[src/common/wdp_pkg.sv]
// How it works
// - timer counts system clock cycles while enabled
// - seven-bit prescaler feeds a fourteen-bit counter
// - period select gives 2^(field+14) cycle time-out
// - time-out stretched by system prescaler plus one
// - any reset disables; power-down stops counting
// - unfed time-out raises an internal reset pulse
// - 1E then E1 starts timer, sets running
// - any write between the two bytes breaks sequence
// - wrong enable or feed sequence resets immediately
// - 5A then A5 soft-resets, sets soft flag
// - any other sequence resets, sets both flags
// - overflow flag sticky until software clears it
// - running flag read-only, cleared by any reset
// - control layout: period, idle, disable, flags, running
package wdp_pkg;
	localparam int unsigned ADDR_W        = 10;
	localparam int unsigned DATA_W        = 32;
	localparam int unsigned PRE_W_DEF     = 7;
	localparam int unsigned CNT_W_DEF     = 14;
	localparam int unsigned DIV_W_DEF     = 4;
	localparam int unsigned RST_PULSE_DEF = 4;

	// register indices; the byte address is four times the index
	localparam logic [7:0] SEQ_IDX      = 8'ha6;
	localparam logic [7:0] CTRL_IDX     = 8'ha7;
	localparam logic [7:0] IRQ_STAT_IDX = 8'ha8;
	localparam logic [7:0] IRQ_MASK_IDX = 8'ha9;

	localparam logic [7:0] KEY_ARM_1  = 8'h1e;
	localparam logic [7:0] KEY_ARM_2  = 8'he1;
	localparam logic [7:0] KEY_SOFT_1 = 8'h5a;
	localparam logic [7:0] KEY_SOFT_2 = 8'ha5;

	localparam logic [7:0] CTRL_RESET = 8'h00;
	localparam logic [2:0] IRQ_RESET  = 3'h0;

	typedef struct packed {
		logic [2:0] period_select;
		logic       idle_pause_select;
		logic       reset_output_disable;
		logic       soft_reset_flag;
		logic       overflow_flag;
		logic       running_flag;
	} wdp_ctrl_t;

	typedef struct packed {
		logic soft_reset;
		logic bad_sequence;
		logic time_out;
	} wdp_evt_t;

	typedef enum logic [2:0] {
		SEQ_IDLE = 3'b001,
		SEQ_ARM  = 3'b010,
		SEQ_SOFT = 3'b100
	} wdp_seq_t;
endpackage

[src/core/wdp_watchdog.sv]
`timescale 1ns/100ps
`default_nettype none
module wdp_watchdog #(
	parameter int unsigned PRE_W         = wdp_pkg::PRE_W_DEF,
	parameter int unsigned CNT_W         = wdp_pkg::CNT_W_DEF,
	parameter int unsigned DIV_W         = wdp_pkg::DIV_W_DEF,
	parameter int unsigned RST_PULSE_CYC = wdp_pkg::RST_PULSE_DEF
) (
	input  wire logic                          clk_sys,
	input  wire logic                          resetn,
	input  wire logic [wdp_pkg::ADDR_W-1:0]    avs_address,
	input  wire logic                          avs_read,
	input  wire logic                          avs_write,
	input  wire logic [wdp_pkg::DATA_W-1:0]    avs_writedata,
	output logic      [wdp_pkg::DATA_W-1:0]    avs_readdata,
	output logic                               avs_waitrequest,
	input  wire logic                          idle_mode,
	input  wire logic                          power_down,
	input  wire logic [DIV_W-1:0]              system_clock_prescaler,
	input  wire logic                          reset_polarity_pin,
	output logic                               wd_reset,
	output logic                               rst_pin_o,
	output logic                               rst_pin_oe,
	output logic                               irq
);
	import wdp_pkg::*;

	localparam int unsigned PULSE_W = $clog2(RST_PULSE_CYC + 1);
	localparam logic [PULSE_W-1:0] PULSE_LOAD = PULSE_W'(RST_PULSE_CYC);
	localparam logic [PULSE_W-1:0] PULSE_ONE  = PULSE_W'(1);

	function automatic logic reg_hit(input logic [ADDR_W-1:0] addr, input logic [7:0] idx);
		return addr == {idx, 2'b00};
	endfunction

	function automatic logic [PRE_W-1:0] pre_limit(input logic [2:0] ps);
		logic [PRE_W:0] span;
		span = (PRE_W + 1)'(1) << ps;
		return PRE_W'(span - 1'b1);
	endfunction

	logic [DATA_W-1:0]  avs_readdata_q;
	logic               waitrequest_q;
	wdp_ctrl_t          ctrl_q;
	wdp_seq_t           seq_q;
	wdp_seq_t           seq_d;
	logic [DIV_W-1:0]   div_q;
	logic [PRE_W-1:0]   pre_q;
	logic [CNT_W-1:0]   cnt_q;
	logic [PULSE_W-1:0] rst_cnt_q;
	logic               wd_reset_q;
	logic               wd_reset_d;
	logic               rst_pin_o_q;
	logic               rst_pin_oe_q;
	wdp_evt_t           stat_q;
	wdp_evt_t           stat_d;
	wdp_evt_t           mask_q;
	logic               irq_q;

	logic       wr_done;
	logic       rd_done;
	logic       rd_take;
	logic       seq_wr;
	logic       ctrl_wr;
	logic [7:0] wr_byte;
	logic       feed_ok;
	logic       soft_ok;
	logic       seq_bad;
	logic       count_en;
	logic       div_tick;
	logic       pre_carry;
	logic       timeout_evt;
	logic       rst_evt;

	assign avs_readdata    = avs_readdata_q;
	assign avs_waitrequest = waitrequest_q;
	assign wd_reset        = wd_reset_q;
	assign rst_pin_o       = rst_pin_o_q;
	assign rst_pin_oe      = rst_pin_oe_q;
	assign irq             = irq_q;

	// every access sees exactly one wait cycle; the action happens when it completes
	assign rd_take = avs_read && waitrequest_q;
	assign wr_done = avs_write && !waitrequest_q;
	assign rd_done = avs_read && !waitrequest_q;
	assign seq_wr  = wr_done && reg_hit(avs_address, SEQ_IDX);
	assign ctrl_wr = wr_done && reg_hit(avs_address, CTRL_IDX);
	assign wr_byte = avs_writedata[7:0];

	always_ff @(posedge clk_sys or negedge resetn) begin
		if (!resetn) begin
			waitrequest_q <= 1'b1;
		end else begin
			waitrequest_q <= !((avs_read || avs_write) && waitrequest_q);
		end
	end

	always_ff @(posedge clk_sys or negedge resetn) begin
		if (!resetn) begin
			avs_readdata_q <= '0;
		end else if (rd_take) begin
			avs_readdata_q <= '0;
			if (reg_hit(avs_address, CTRL_IDX)) begin
				avs_readdata_q[7:0] <= ctrl_q;
			end else if (reg_hit(avs_address, IRQ_STAT_IDX)) begin
				avs_readdata_q[2:0] <= stat_q;
			end else if (reg_hit(avs_address, IRQ_MASK_IDX)) begin
				avs_readdata_q[2:0] <= mask_q;
			end
		end
	end

	// sequence checker; reads never disturb a half-written sequence
	always_comb begin
		seq_d   = seq_q;
		feed_ok = 1'b0;
		soft_ok = 1'b0;
		seq_bad = 1'b0;
		if (seq_wr) begin
			case (seq_q)
				SEQ_IDLE: begin
					if (wr_byte == KEY_ARM_1) begin
						seq_d = SEQ_ARM;
					end else if (wr_byte == KEY_SOFT_1) begin
						seq_d = SEQ_SOFT;
					end else begin
						seq_bad = 1'b1;
					end
				end
				SEQ_ARM: begin
					seq_d   = SEQ_IDLE;
					feed_ok = (wr_byte == KEY_ARM_2);
					seq_bad = (wr_byte != KEY_ARM_2);
				end
				SEQ_SOFT: begin
					seq_d   = SEQ_IDLE;
					soft_ok = (wr_byte == KEY_SOFT_2);
					seq_bad = (wr_byte != KEY_SOFT_2);
				end
				default: begin
					seq_d = SEQ_IDLE;
				end
			endcase
		end else if (wr_done && seq_q != SEQ_IDLE) begin
			seq_d   = SEQ_IDLE;
			seq_bad = 1'b1;
		end
		if (timeout_evt) begin
			seq_d = SEQ_IDLE;
		end
	end

	always_ff @(posedge clk_sys or negedge resetn) begin
		if (!resetn) begin
			seq_q <= SEQ_IDLE;
		end else begin
			seq_q <= seq_d;
		end
	end

	// counting chain: system prescaler, then 2^ps prescaler, then fixed counter
	assign count_en    = ctrl_q.running_flag && !power_down && !wd_reset_q
		&& !(idle_mode && ctrl_q.idle_pause_select);
	assign div_tick    = div_q >= system_clock_prescaler;
	assign pre_carry   = pre_q >= pre_limit(ctrl_q.period_select);
	assign timeout_evt = count_en && div_tick && pre_carry && (&cnt_q) && !feed_ok;
	assign rst_evt     = timeout_evt || seq_bad || soft_ok;

	always_ff @(posedge clk_sys or negedge resetn) begin
		if (!resetn) begin
			div_q <= '0;
			pre_q <= '0;
			cnt_q <= '0;
		end else if (feed_ok || rst_evt) begin
			div_q <= '0;
			pre_q <= '0;
			cnt_q <= '0;
		end else if (count_en) begin
			if (div_tick) begin
				div_q <= '0;
				if (pre_carry) begin
					pre_q <= '0;
					cnt_q <= cnt_q + 1'b1;
				end else begin
					pre_q <= pre_q + 1'b1;
				end
			end else begin
				div_q <= div_q + 1'b1;
			end
		end
	end

	// flags: set wins over a software clear in the same cycle
	always_ff @(posedge clk_sys or negedge resetn) begin
		if (!resetn) begin
			ctrl_q <= wdp_ctrl_t'(CTRL_RESET);
		end else begin
			if (ctrl_wr) begin
				ctrl_q.period_select        <= avs_writedata[7:5];
				ctrl_q.idle_pause_select    <= avs_writedata[4];
				ctrl_q.reset_output_disable <= avs_writedata[3];
				ctrl_q.soft_reset_flag      <= ctrl_q.soft_reset_flag && avs_writedata[2];
				ctrl_q.overflow_flag        <= ctrl_q.overflow_flag && avs_writedata[1];
			end
			if (feed_ok) begin
				ctrl_q.running_flag <= 1'b1;
			end
			if (rst_evt) begin
				ctrl_q.running_flag <= 1'b0;
			end
			if (soft_ok || seq_bad) begin
				ctrl_q.soft_reset_flag <= 1'b1;
			end
			if (seq_bad || timeout_evt) begin
				ctrl_q.overflow_flag <= 1'b1;
			end
		end
	end

	// a pulse rather than a single cycle so the rest of the chip sees a clean reset
	assign wd_reset_d = rst_evt || (rst_cnt_q > PULSE_ONE);

	always_ff @(posedge clk_sys or negedge resetn) begin
		if (!resetn) begin
			rst_cnt_q    <= '0;
			wd_reset_q   <= 1'b0;
			rst_pin_o_q  <= 1'b0;
			rst_pin_oe_q <= 1'b0;
		end else begin
			if (rst_evt) begin
				rst_cnt_q <= PULSE_LOAD;
			end else if (rst_cnt_q != '0) begin
				rst_cnt_q <= rst_cnt_q - PULSE_ONE;
			end
			wd_reset_q   <= wd_reset_d;
			rst_pin_o_q  <= reset_polarity_pin;
			rst_pin_oe_q <= wd_reset_d && !ctrl_q.reset_output_disable;
		end
	end

	always_comb begin
		stat_d = stat_q;
		if (rd_done && reg_hit(avs_address, IRQ_STAT_IDX)) begin
			// only bits the reader actually saw are cleared
			stat_d = stat_q & ~wdp_evt_t'(avs_readdata_q[2:0]);
		end
		stat_d.time_out     = stat_d.time_out || timeout_evt;
		stat_d.bad_sequence = stat_d.bad_sequence || seq_bad;
		stat_d.soft_reset   = stat_d.soft_reset || soft_ok;
	end

	always_ff @(posedge clk_sys or negedge resetn) begin
		if (!resetn) begin
			stat_q <= wdp_evt_t'(IRQ_RESET);
			mask_q <= wdp_evt_t'(IRQ_RESET);
			irq_q  <= 1'b0;
		end else begin
			stat_q <= stat_d;
			if (wr_done && reg_hit(avs_address, IRQ_MASK_IDX)) begin
				mask_q <= wdp_evt_t'(avs_writedata[2:0]);
			end
			irq_q <= |(stat_d & mask_q);
		end
	end

	property p_enable;
		@(posedge clk_sys) disable iff (!resetn)
		feed_ok |=> ctrl_q.running_flag && cnt_q == '0 && pre_q == '0;
	endproperty
	a_enable: assert property (p_enable) else $error("enable sequence did not start timer");

	property p_feed_restart;
		@(posedge clk_sys) disable iff (!resetn)
		(feed_ok && ctrl_q.running_flag) |=> (div_q == '0 && pre_q == '0 && cnt_q == '0);
	endproperty
	a_feed_restart: assert property (p_feed_restart) else $error("feed did not restart count");

	property p_bad_seq;
		@(posedge clk_sys) disable iff (!resetn)
		seq_bad |=> wd_reset_q && ctrl_q.soft_reset_flag && ctrl_q.overflow_flag
			&& !ctrl_q.running_flag;
	endproperty
	a_bad_seq: assert property (p_bad_seq) else $error("bad sequence not handled");

	property p_split_write;
		@(posedge clk_sys) disable iff (!resetn)
		(seq_q == SEQ_ARM && wr_done && !seq_wr) |=> ctrl_q.overflow_flag && wd_reset_q;
	endproperty
	a_split_write: assert property (p_split_write) else $error("split write not caught");

	property p_soft;
		@(posedge clk_sys) disable iff (!resetn)
		soft_ok |=> wd_reset_q && ctrl_q.soft_reset_flag && $stable(ctrl_q.overflow_flag);
	endproperty
	a_soft: assert property (p_soft) else $error("soft reset sequence mishandled");

	property p_timeout;
		@(posedge clk_sys) disable iff (!resetn)
		timeout_evt |=> wd_reset_q && ctrl_q.overflow_flag && !ctrl_q.running_flag;
	endproperty
	a_timeout: assert property (p_timeout) else $error("time-out did not reset");

	property p_pulse_len;
		@(posedge clk_sys) disable iff (!resetn)
		$rose(wd_reset_q) && !rst_evt |-> wd_reset_q [*4];
	endproperty
	a_pulse_len: assert property (p_pulse_len) else $error("reset pulse too short");

	property p_stop;
		@(posedge clk_sys) disable iff (!resetn)
		(power_down || (idle_mode && ctrl_q.idle_pause_select)) && !rst_evt && !feed_ok
			|=> $stable(cnt_q) && $stable(pre_q);
	endproperty
	a_stop: assert property (p_stop) else $error("timer counted while paused");

	property p_pin;
		@(posedge clk_sys) disable iff (!resetn)
		$rose(wd_reset_q) && !$past(ctrl_q.reset_output_disable)
			|-> rst_pin_oe_q && rst_pin_o_q == $past(reset_polarity_pin);
	endproperty
	a_pin: assert property (p_pin) else $error("reset pin not driven");

	property p_ovf_sticky;
		@(posedge clk_sys) disable iff (!resetn)
		ctrl_q.overflow_flag && !ctrl_wr |=> ctrl_q.overflow_flag;
	endproperty
	a_ovf_sticky: assert property (p_ovf_sticky) else $error("overflow flag dropped");

	// a control write must never touch the running bit
	property p_running_ro;
		@(posedge clk_sys) disable iff (!resetn)
		ctrl_wr && !rst_evt |=> ctrl_q.running_flag == $past(ctrl_q.running_flag);
	endproperty
	a_running_ro: assert property (p_running_ro) else $error("running flag changed by a write");

	property p_pin_quiet;
		@(posedge clk_sys) disable iff (!resetn)
		rst_pin_oe_q |-> wd_reset_q;
	endproperty
	a_pin_quiet: assert property (p_pin_quiet) else $error("reset pin driven outside pulse");

	// with the pause bit clear, idle must not freeze the chain
	property p_idle_count;
		@(posedge clk_sys) disable iff (!resetn)
		idle_mode && !ctrl_q.idle_pause_select && ctrl_q.running_flag && !power_down
			&& !wd_reset_q && !rst_evt && !feed_ok |=> !$stable({div_q, pre_q, cnt_q});
	endproperty
	a_idle_count: assert property (p_idle_count) else $error("timer stopped in idle");
endmodule
`default_nettype wire

[config.mk]
export PLATFORM = sky130hd
export DESIGN_NAME = wdp_watchdog
export DESIGN_NICKNAME = d
export VERILOG_FILES = /design/src/common/wdp_pkg.sv /design/src/core/wdp_watchdog.sv
export SDC_FILE = /design/constraint.sdc
export NUM_CORES = 1
export LEC_CHECK = 0
export BUFFER_PORTS_ARGS = -buffer_cell sky130_fd_sc_hd__buf_2
export CORE_MARGIN = 3
export CORE_UTILIZATION = 54
export CTS_BUF_LIST = sky130_fd_sc_hd__clkbuf_16
export CTS_CLUSTER_DIAMETER = 30
export DETAILED_ROUTE_END_ITERATION = 8
export HOLD_SLACK_MARGIN = 0.1
export PLACE_DENSITY = 0.93
export SYNTH_ARGS = -nofsm -noshare
export SYNTH_HDL_FRONTEND = slang
export SYNTH_SLANG_ARGS = --single-unit
[constraint.sdc]
create_clock -name clk_sys -period 4.7 [get_ports clk_sys]
set_input_delay 0.705 -clock clk_sys [delete_from_list [all_inputs] [get_ports clk_sys]]
set_output_delay 0.705 -clock clk_sys [all_outputs]
set_load 0.05 [all_outputs]
==> summary.md, run 1 <==
| Metric | Value |
|---|---|
| DR WL/cell | 14.9 um |
| Tightest Pin Transition | 1040 ps |
| Reg clk slew, reported paths | 50 ps |
| Top cells by area, synth | dfrtp_1 39%, ha_1 6.3%, buf_4 5.1% |
| Layout area overhead | 12.0% |
| Proportion of synthesized area in mux cells | 3.67% |
| Post-Syn Instances | 399 |
| Mapped Avg Cell Area | 8.89 um^2 |
| Critical path class | flip-flop to flip-flop |
| Layout Skew | 4.06 ps |
| Layout Nets | 508 |
| Core Util, Final | 64.8% |
| EDFF count, synth | 0 |
| Area leader, netlist | dfrtp_1 |
| Share of the yosys chip area belonging to registers | 41.0% |
| Status | complete, no violations |
| Yosys warns | 0 |
| Fmax | 262 MHz |
| Total Wirelength | 7.68 mm |
| Die Wd | 87.1 um |
| DP HPWL | 5.47 mm |
| Main combinational cell family by area after synthesis | simple AND/OR/NAND/NOR gates |
| Synth Area in Compound Gates | 13.9% |
| DRT iter0 DRCs | 246 |
| Max FO, Critical Path | 16 |
| Setup TNS | 0 ps |
| Postcts setup bufs | 0 |
| Pwr/cell area | 376 mW/mm^2 |
| Reg-to-Reg End | wd_reset |
| Reg2reg setup slack | 880 ps |
| Rows | 28 |
| Fin. Hold Viols | 0 |
| Most frequent cells in the layout | 56 x dfrtp_1, 41 x nand2_1, 41 x buf_2, 39 x nor2_1, 29 x o21ai_0 |
| Total congestion overflow | 0 |
| Die footprint | 0.00758 mm^2 |
| Antenna cells | 0 |
| Root Driver | clkbuf_16 |
| Reg2Reg Launch Point | ctrl_q[7] |
| Vert. Die Dim | 87.1 um |
| Hold buffer count at cts | 0 |
| Skew-Pair Late Insertion Delay | 330 ps |
| Syn Std Cell Area | 0.00355 mm^2 |
| Global-route wire length before repair | 12.8 mm |
| CORE AREA | 0.00613 mm^2 |
| Max-Cap Viols | 0 |
| Simple-Gate Fraction of Synth Area | 23.9% |
| CP Launch Point | ctrl_q[7] |
| CTS Buf Count | 9 |
| Max-slew headroom | 29.1% |
| CTS Sinks | 58 |
| Prevailing post-synth register cell | dfrtp_1 |
| Seq cells post-synth | 58 |
| XOR/XNOR Fraction of Synth Area | 2.72% |
| H-tree depth | 3 |
| Peak supply drop | 350 uV |
| RSZ-0062 raised after global routing | false |
| ANT nets after route | 0 |
| Via count | 2,992 |
| Reg2Reg Depth | 12 |
| Crit path capture | wd_reset |
| Static leakage | 0.00191 uW |
| IO buf count | 41 |
| Routability congestion estimate | 0.830 |
| Overall routing resource usage | 21.5% |
| Worst min-delay path class | flip-flop to flip-flop |
| Final setup vio count | 0 |
| Async set-reset flop share out of synthesis | 100% |
| CTS resizes | 0 |
| Yosys cell types | 56 |
| CTS tree | yes |
| WP data required | 4900 ps |
| Residual DRC | 0 |
| Min cycle time layout | 3820 ps |
| CP arrival | 4020 ps |
| Initial Util | 57.9% |
| Vias in the first global route | 2,847 |
| Clock buffer depth | 2 |
| Initial antenna violation count | 0 |
| Post-Synth Adder-Cell Area | 6.35% |
| Crit share post-route | 81.2% |
| DR pass1 iterations | 5 |
| Drt via density | 5.80 |
| Worst setup EP type | flip-flop |
| Pins over their slew limit | 0 |
| Post-synth top area share | 39.5% |
| IO Count | 90 |
| Share of layout cells above drive strength 1 | 15.9% |
| Startpoint Class | flip-flop |
| Commonest non-fill, non-tap cell in the layout | dfrtp_1 |
| Largest net degree at the start of global routing | 59 |
## report_power, final
part / leakage [uW] / switching [uW] / internal (uW) / total (uW)
combinational: 0.00101 / 210 / 98.4 / 308
clock: 0.000139 / 211 / 397 / 608
sequential: 0.000766 / 32.6 / 543 / 576
## metrics by stage
| step | total power, uW | hold slack [ps] | std cells | setup WS [ps] | area [um^2] |
|---|---|---|---|---|---|
| after floorplan | 825 | 409 | 422 | 1370 | 3630 |
| after global placement | 866 | 463 | 501 | 1060 | 3700 |
| after detailed placement | 887 | 470 | 501 | 926 | 3700 |
| after CTS | 1490 | 481 | 516 | 915 | 3970 |
| after global routing | 1570 | 491 | 516 | 637 | 3970 |
| final | 1490 | 483 | 516 | 885 | 3970 |
## Yosys cell counts (8+ instances only)
library cell / count
and3_1: 9
clkbuf_1: 12
xor2_1: 8
ha_1: 18
buf_4: 24
nor2b_1: 10
mux2_2: 8
dfrtp_1: 56
nor2_1: 39
nand3_1: 18
o21ai_0: 29
nor3_1: 11
nand2_1: 41
inv_1: 13
a21oi_1: 28
## cell type report
| class | count | area (um^2) |
|---|---|---|
| Clock buffer | 9 | 225 |
| Clock inverter | 6 | 50.0 |
| Fill cell | 473 | 2160 |
| Inverter | 13 | 48.8 |
| Multi-Input combinational cell | 312 | 1880 |
| Sequential cell | 58 | 1450 |
| Tap cell | 75 | 93.8 |
| Timing Repair Buffer | 43 | 220 |
## cells by family after synthesis
kind of cell,Yosys count
AOI/OAI and AO/OA,83
xor gates and xnor gates,11
adders and majority gates,18
buffers and inverters,52
DFF,58
muxes,12
other,1
and+or+nand+nor,164
## flip-flops by register name, indices dropped and copies added, names as in the netlist, 3 cells and up
name	cells
div_q	4
avs_readdata	8
cnt_q	14
stat_q	3
ctrl_q	8
mask_q	3
rst_cnt_q	3
pre_q	7
seq_q	3
## worst max-delay path: stages, from the launching register on
cell	delay, ps
dfrtp_1	460
or3_1	440
ha_1	290
nor3_1	160
a21oi_1	70
o21a_1	190
ha_1	260
and3_1	180
a221o_1	280
a31o_2	330
nand2_1	360
o211ai_1	290
or3_1	380
## metal layers
layer / vias up / wire length (um) / track usage, % / share of wire, %
met2: 116 / 3950 / 36.9 / 51
met5: - / 0 / 0 / 0
met3: 22 / 387 / 3.69 / 5.0
met4: 0 / 183 / 10.5 / 2.4
met1: 1421 / 3160 / 25.9 / 41
li1: 1433 / - / - / -
## worst min path at each step
stage | start | cells after the start | end
floorplan | resetn | 0 | avs_readdata[0]
global placement | avs_readdata[4] | 2 | avs_readdata[4]
detailed placement | avs_readdata[3] | 2 | avs_readdata[3]
CTS | avs_readdata[6] | 2 | avs_readdata[6]
global route | reset_polarity_pin | 1 | rst_pin_o
finish | avs_readdata[6] | 2 | avs_readdata[6]
Note: power is estimated with default switching activity, not from simulation.
==> run 2, diff against run 1 <==
Clock period 4.7 ns to 3.9 ns, I/O delays scaled along.
==> run 2 against run 1 <==
Effect of this change:
- via count increased by 5.5%
- largest power group unchanged
- wire length increased by 9.4%
- critical path type unchanged
- sequential power increased by 21%
- die area unchanged
- register-to-register slack got worse by 410 ps
- critical path depth increased by 1
- flip-flop and latch count unchanged
- combinational power increased by 25%
- sequential share of layout area decreased by 0.72 points
- utilization increased by 1.3 points
- count of clock-buffer cells in the layout unchanged
- clock power increased by 36%
==> summary.md, run 2 (synthesized netlist as in run 1, its figures left out) <==
| Metric | Value |
|---|---|
| Dpl ws | 494 ps |
| Worst setup EP type | flip-flop |
| Total Wirelength | 8.40 mm |
| Vias in the first global route | 3,087 |
| Pwr/cell area | 470 mW/mm^2 |
| Hold_sp | reset_polarity_pin |
| Clock buffer depth | 2 |
| Overall routing resource usage | 22.8% |
| Fin. Hold Viols | 0 |
| Antenna cells | 0 |
| RSZ-0062 raised after global routing | false |
| Worst min-delay path class | input pin to flip-flop |
| CP arrival | 3670 ps |
| Tightest Pin Transition | 938 ps |
| Fmax | 292 MHz |
| Layout Nets | 514 |
| DP HPWL | 5.87 mm |
| Max incr delay on CP | 460 ps |
| Reg2reg setup slack | 470 ps |
| Layout fillers | 485 |
| Max-slew headroom | 37.4% |
| Global-route wire length before repair | 13.6 mm |
| Multi-input logic area | 0.00188 mm^2 |
| IO buf count | 41 |
| Switching Fraction | 30.0% |
| DR pass1 iterations | 5 |
| Reg-to-Reg End | cnt_q[13] |
| DRT iter0 DRCs | 332 |
| Routability congestion estimate | 0.888 |
| Startpoint Class | flip-flop |
| Layout Skew | 9.25 ps |
| ANT nets after route | 0 |
| Via count | 3,158 |
| Net Switching | 572 uW |
| Rows | 28 |
| Final setup margin | 472 ps |
| Reg2Reg Launch Point | ctrl_q[7] |
| CORE AREA | 0.00613 mm^2 |
| IO Count | 90 |
| Die Wd | 87.1 um |
| CTS resizes | 0 |
| Reg power frac | 36.5% |
| Pint | 1330 uW |
| Sequential cell area | 0.00145 mm^2 |
| Critical path class | flip-flop to flip-flop |
| Die footprint | 0.00758 mm^2 |
| Hold buffer count at cts | 0 |
| Setup TNS | 0 ps |
| Reg clk slew, reported paths | 50 ps |
| Commonest non-fill, non-tap cell in the layout | dfrtp_1 |
| Initial antenna violation count | 0 |
| Crit-path slowest cell | dfrtp_1 |
| Hold Path Depth | 1 |
| Worst hold margin | 366 ps |
| WP data required | 4140 ps |
| Reg2Reg Depth | 13 |
| Most frequent cells in the layout | 56 x dfrtp_1, 41 x nand2_1, 41 x buf_2, 39 x nor2_1, 29 x o21ai_0 |
| Share of layout cells above drive strength 1 | 17.4% |
| Skew-Pair Late Insertion Delay | 330 ps |
| Postcts setup bufs | 0 |
| Max FO, Critical Path | 15 |
| Pins over their slew limit | 0 |
| Vert. Die Dim | 87.1 um |
| H-tree depth | 3 |
| Min cycle time layout | 3430 ps |
| Clock power frac | 43.3% |
| Largest Register | cnt_q |
| Total congestion overflow | 0 |
| Crit share post-route | 87.9% |
| Max reg flops | 14 |
| CTS Sinks | 58 |
| Drt via density | 6.04 |
| Core Util, Final | 66.1% |
| Peak supply drop | 337 uV |
| Initial Util | 57.9% |
| Status | complete, no violations |
| Root Driver | clkbuf_16 |
| CP Cell Sequence | or3_1 > ha_1 > nor3_1 > a21oi_1 > o21a_1 > ha_1 > and3_1 > a221o_1 > a31o_2 > buf_4 > and2_0 > o211a_1 > nor3_1 |
| CTS tree | yes |
| Layout area overhead | 14.2% |
| Logic pwr share | 20.3% |
| CTS Buf Count | 9 |
| Max-Cap Viols | 0 |
| Static leakage | 0.00196 uW |
| Final setup vio count | 0 |
| Worst hold endpoint | rst_pin_o |
| Residual DRC | 0 |
| Largest net degree at the start of global routing | 42 |
| DR WL/cell | 16.1 um |
## run 2: changes by cell type in the layout (fill, tap and decap cells not counted)
cell and change:
buf_4 +6, bufinv_16 +1, clkinv_1 -1, clkinv_4 +1
## run 2: layout make-up
cell class | count | area share (%)
Timing Repair Buffer | 49 | 6.55
Clock inverter | 7 | 2.10
Multi-Input combinational cell | 312 | 46.4
Clock buffer | 9 | 5.56
Sequential cell | 58 | 35.9
Tap cell | 75 | 2.32
Inverter | 13 | 1.20
## run 2: per-layer routing
layer | vias to the layer above | wire, um | GRT usage [%]
li1 | 1445 | - | -
met2 | 170 | 4370 | 39.1
met5 | - | 0 | 0
met3 | 29 | 552 | 5.58
met4 | 0 | 191 | 10.6
met1 | 1514 | 3280 | 26.6
## run 2: worst max-delay path by stage
stage                               from        end  slack, ps  depth (start not counted)
after CTS                      ctrl_q[7]  cnt_q[13]        480                         13
after detailed placement       ctrl_q[7]  cnt_q[13]        490                         13
final                          ctrl_q[7]  cnt_q[13]        470                         13
after floorplan                ctrl_q[5]        irq        570                         15
after global placement    avs_address[1]   wd_reset        560                          7
after global routing           ctrl_q[7]   pre_q[3]        250                         13
## run 2: metrics by stage
stage / instances / instance area [um^2] / total power (uW)
floorplan: 422 / 3630 / 995
detailed placement: 507 / 3740 / 1080
finish: 523 / 4050 / 1910
global placement: 507 / 3740 / 1060
CTS: 523 / 4050 / 1910
global route: 523 / 4050 / 1990
## run 2: worst max-delay path, delay by kind of cell, from the launching register on
kind	cells	cell delay, ps
adder cells (fa/ha/maj)	2	550
AND/OR/NAND/NOR	5	1170
flip-flops	1	460
AO/OA/AOI/OAI	5	980
buffers and inverters	1	190
## run 2: power by group through the flow
stage	registers, uW	clock network, uW	logic (uW)
5_1_grt	703	863	422
3_3_place_gp	698	0	358
6_report	695	825	386
2_1_floorplan	728	0	266
4_1_cts	694	831	386
3_5_place_dp	702	0	379
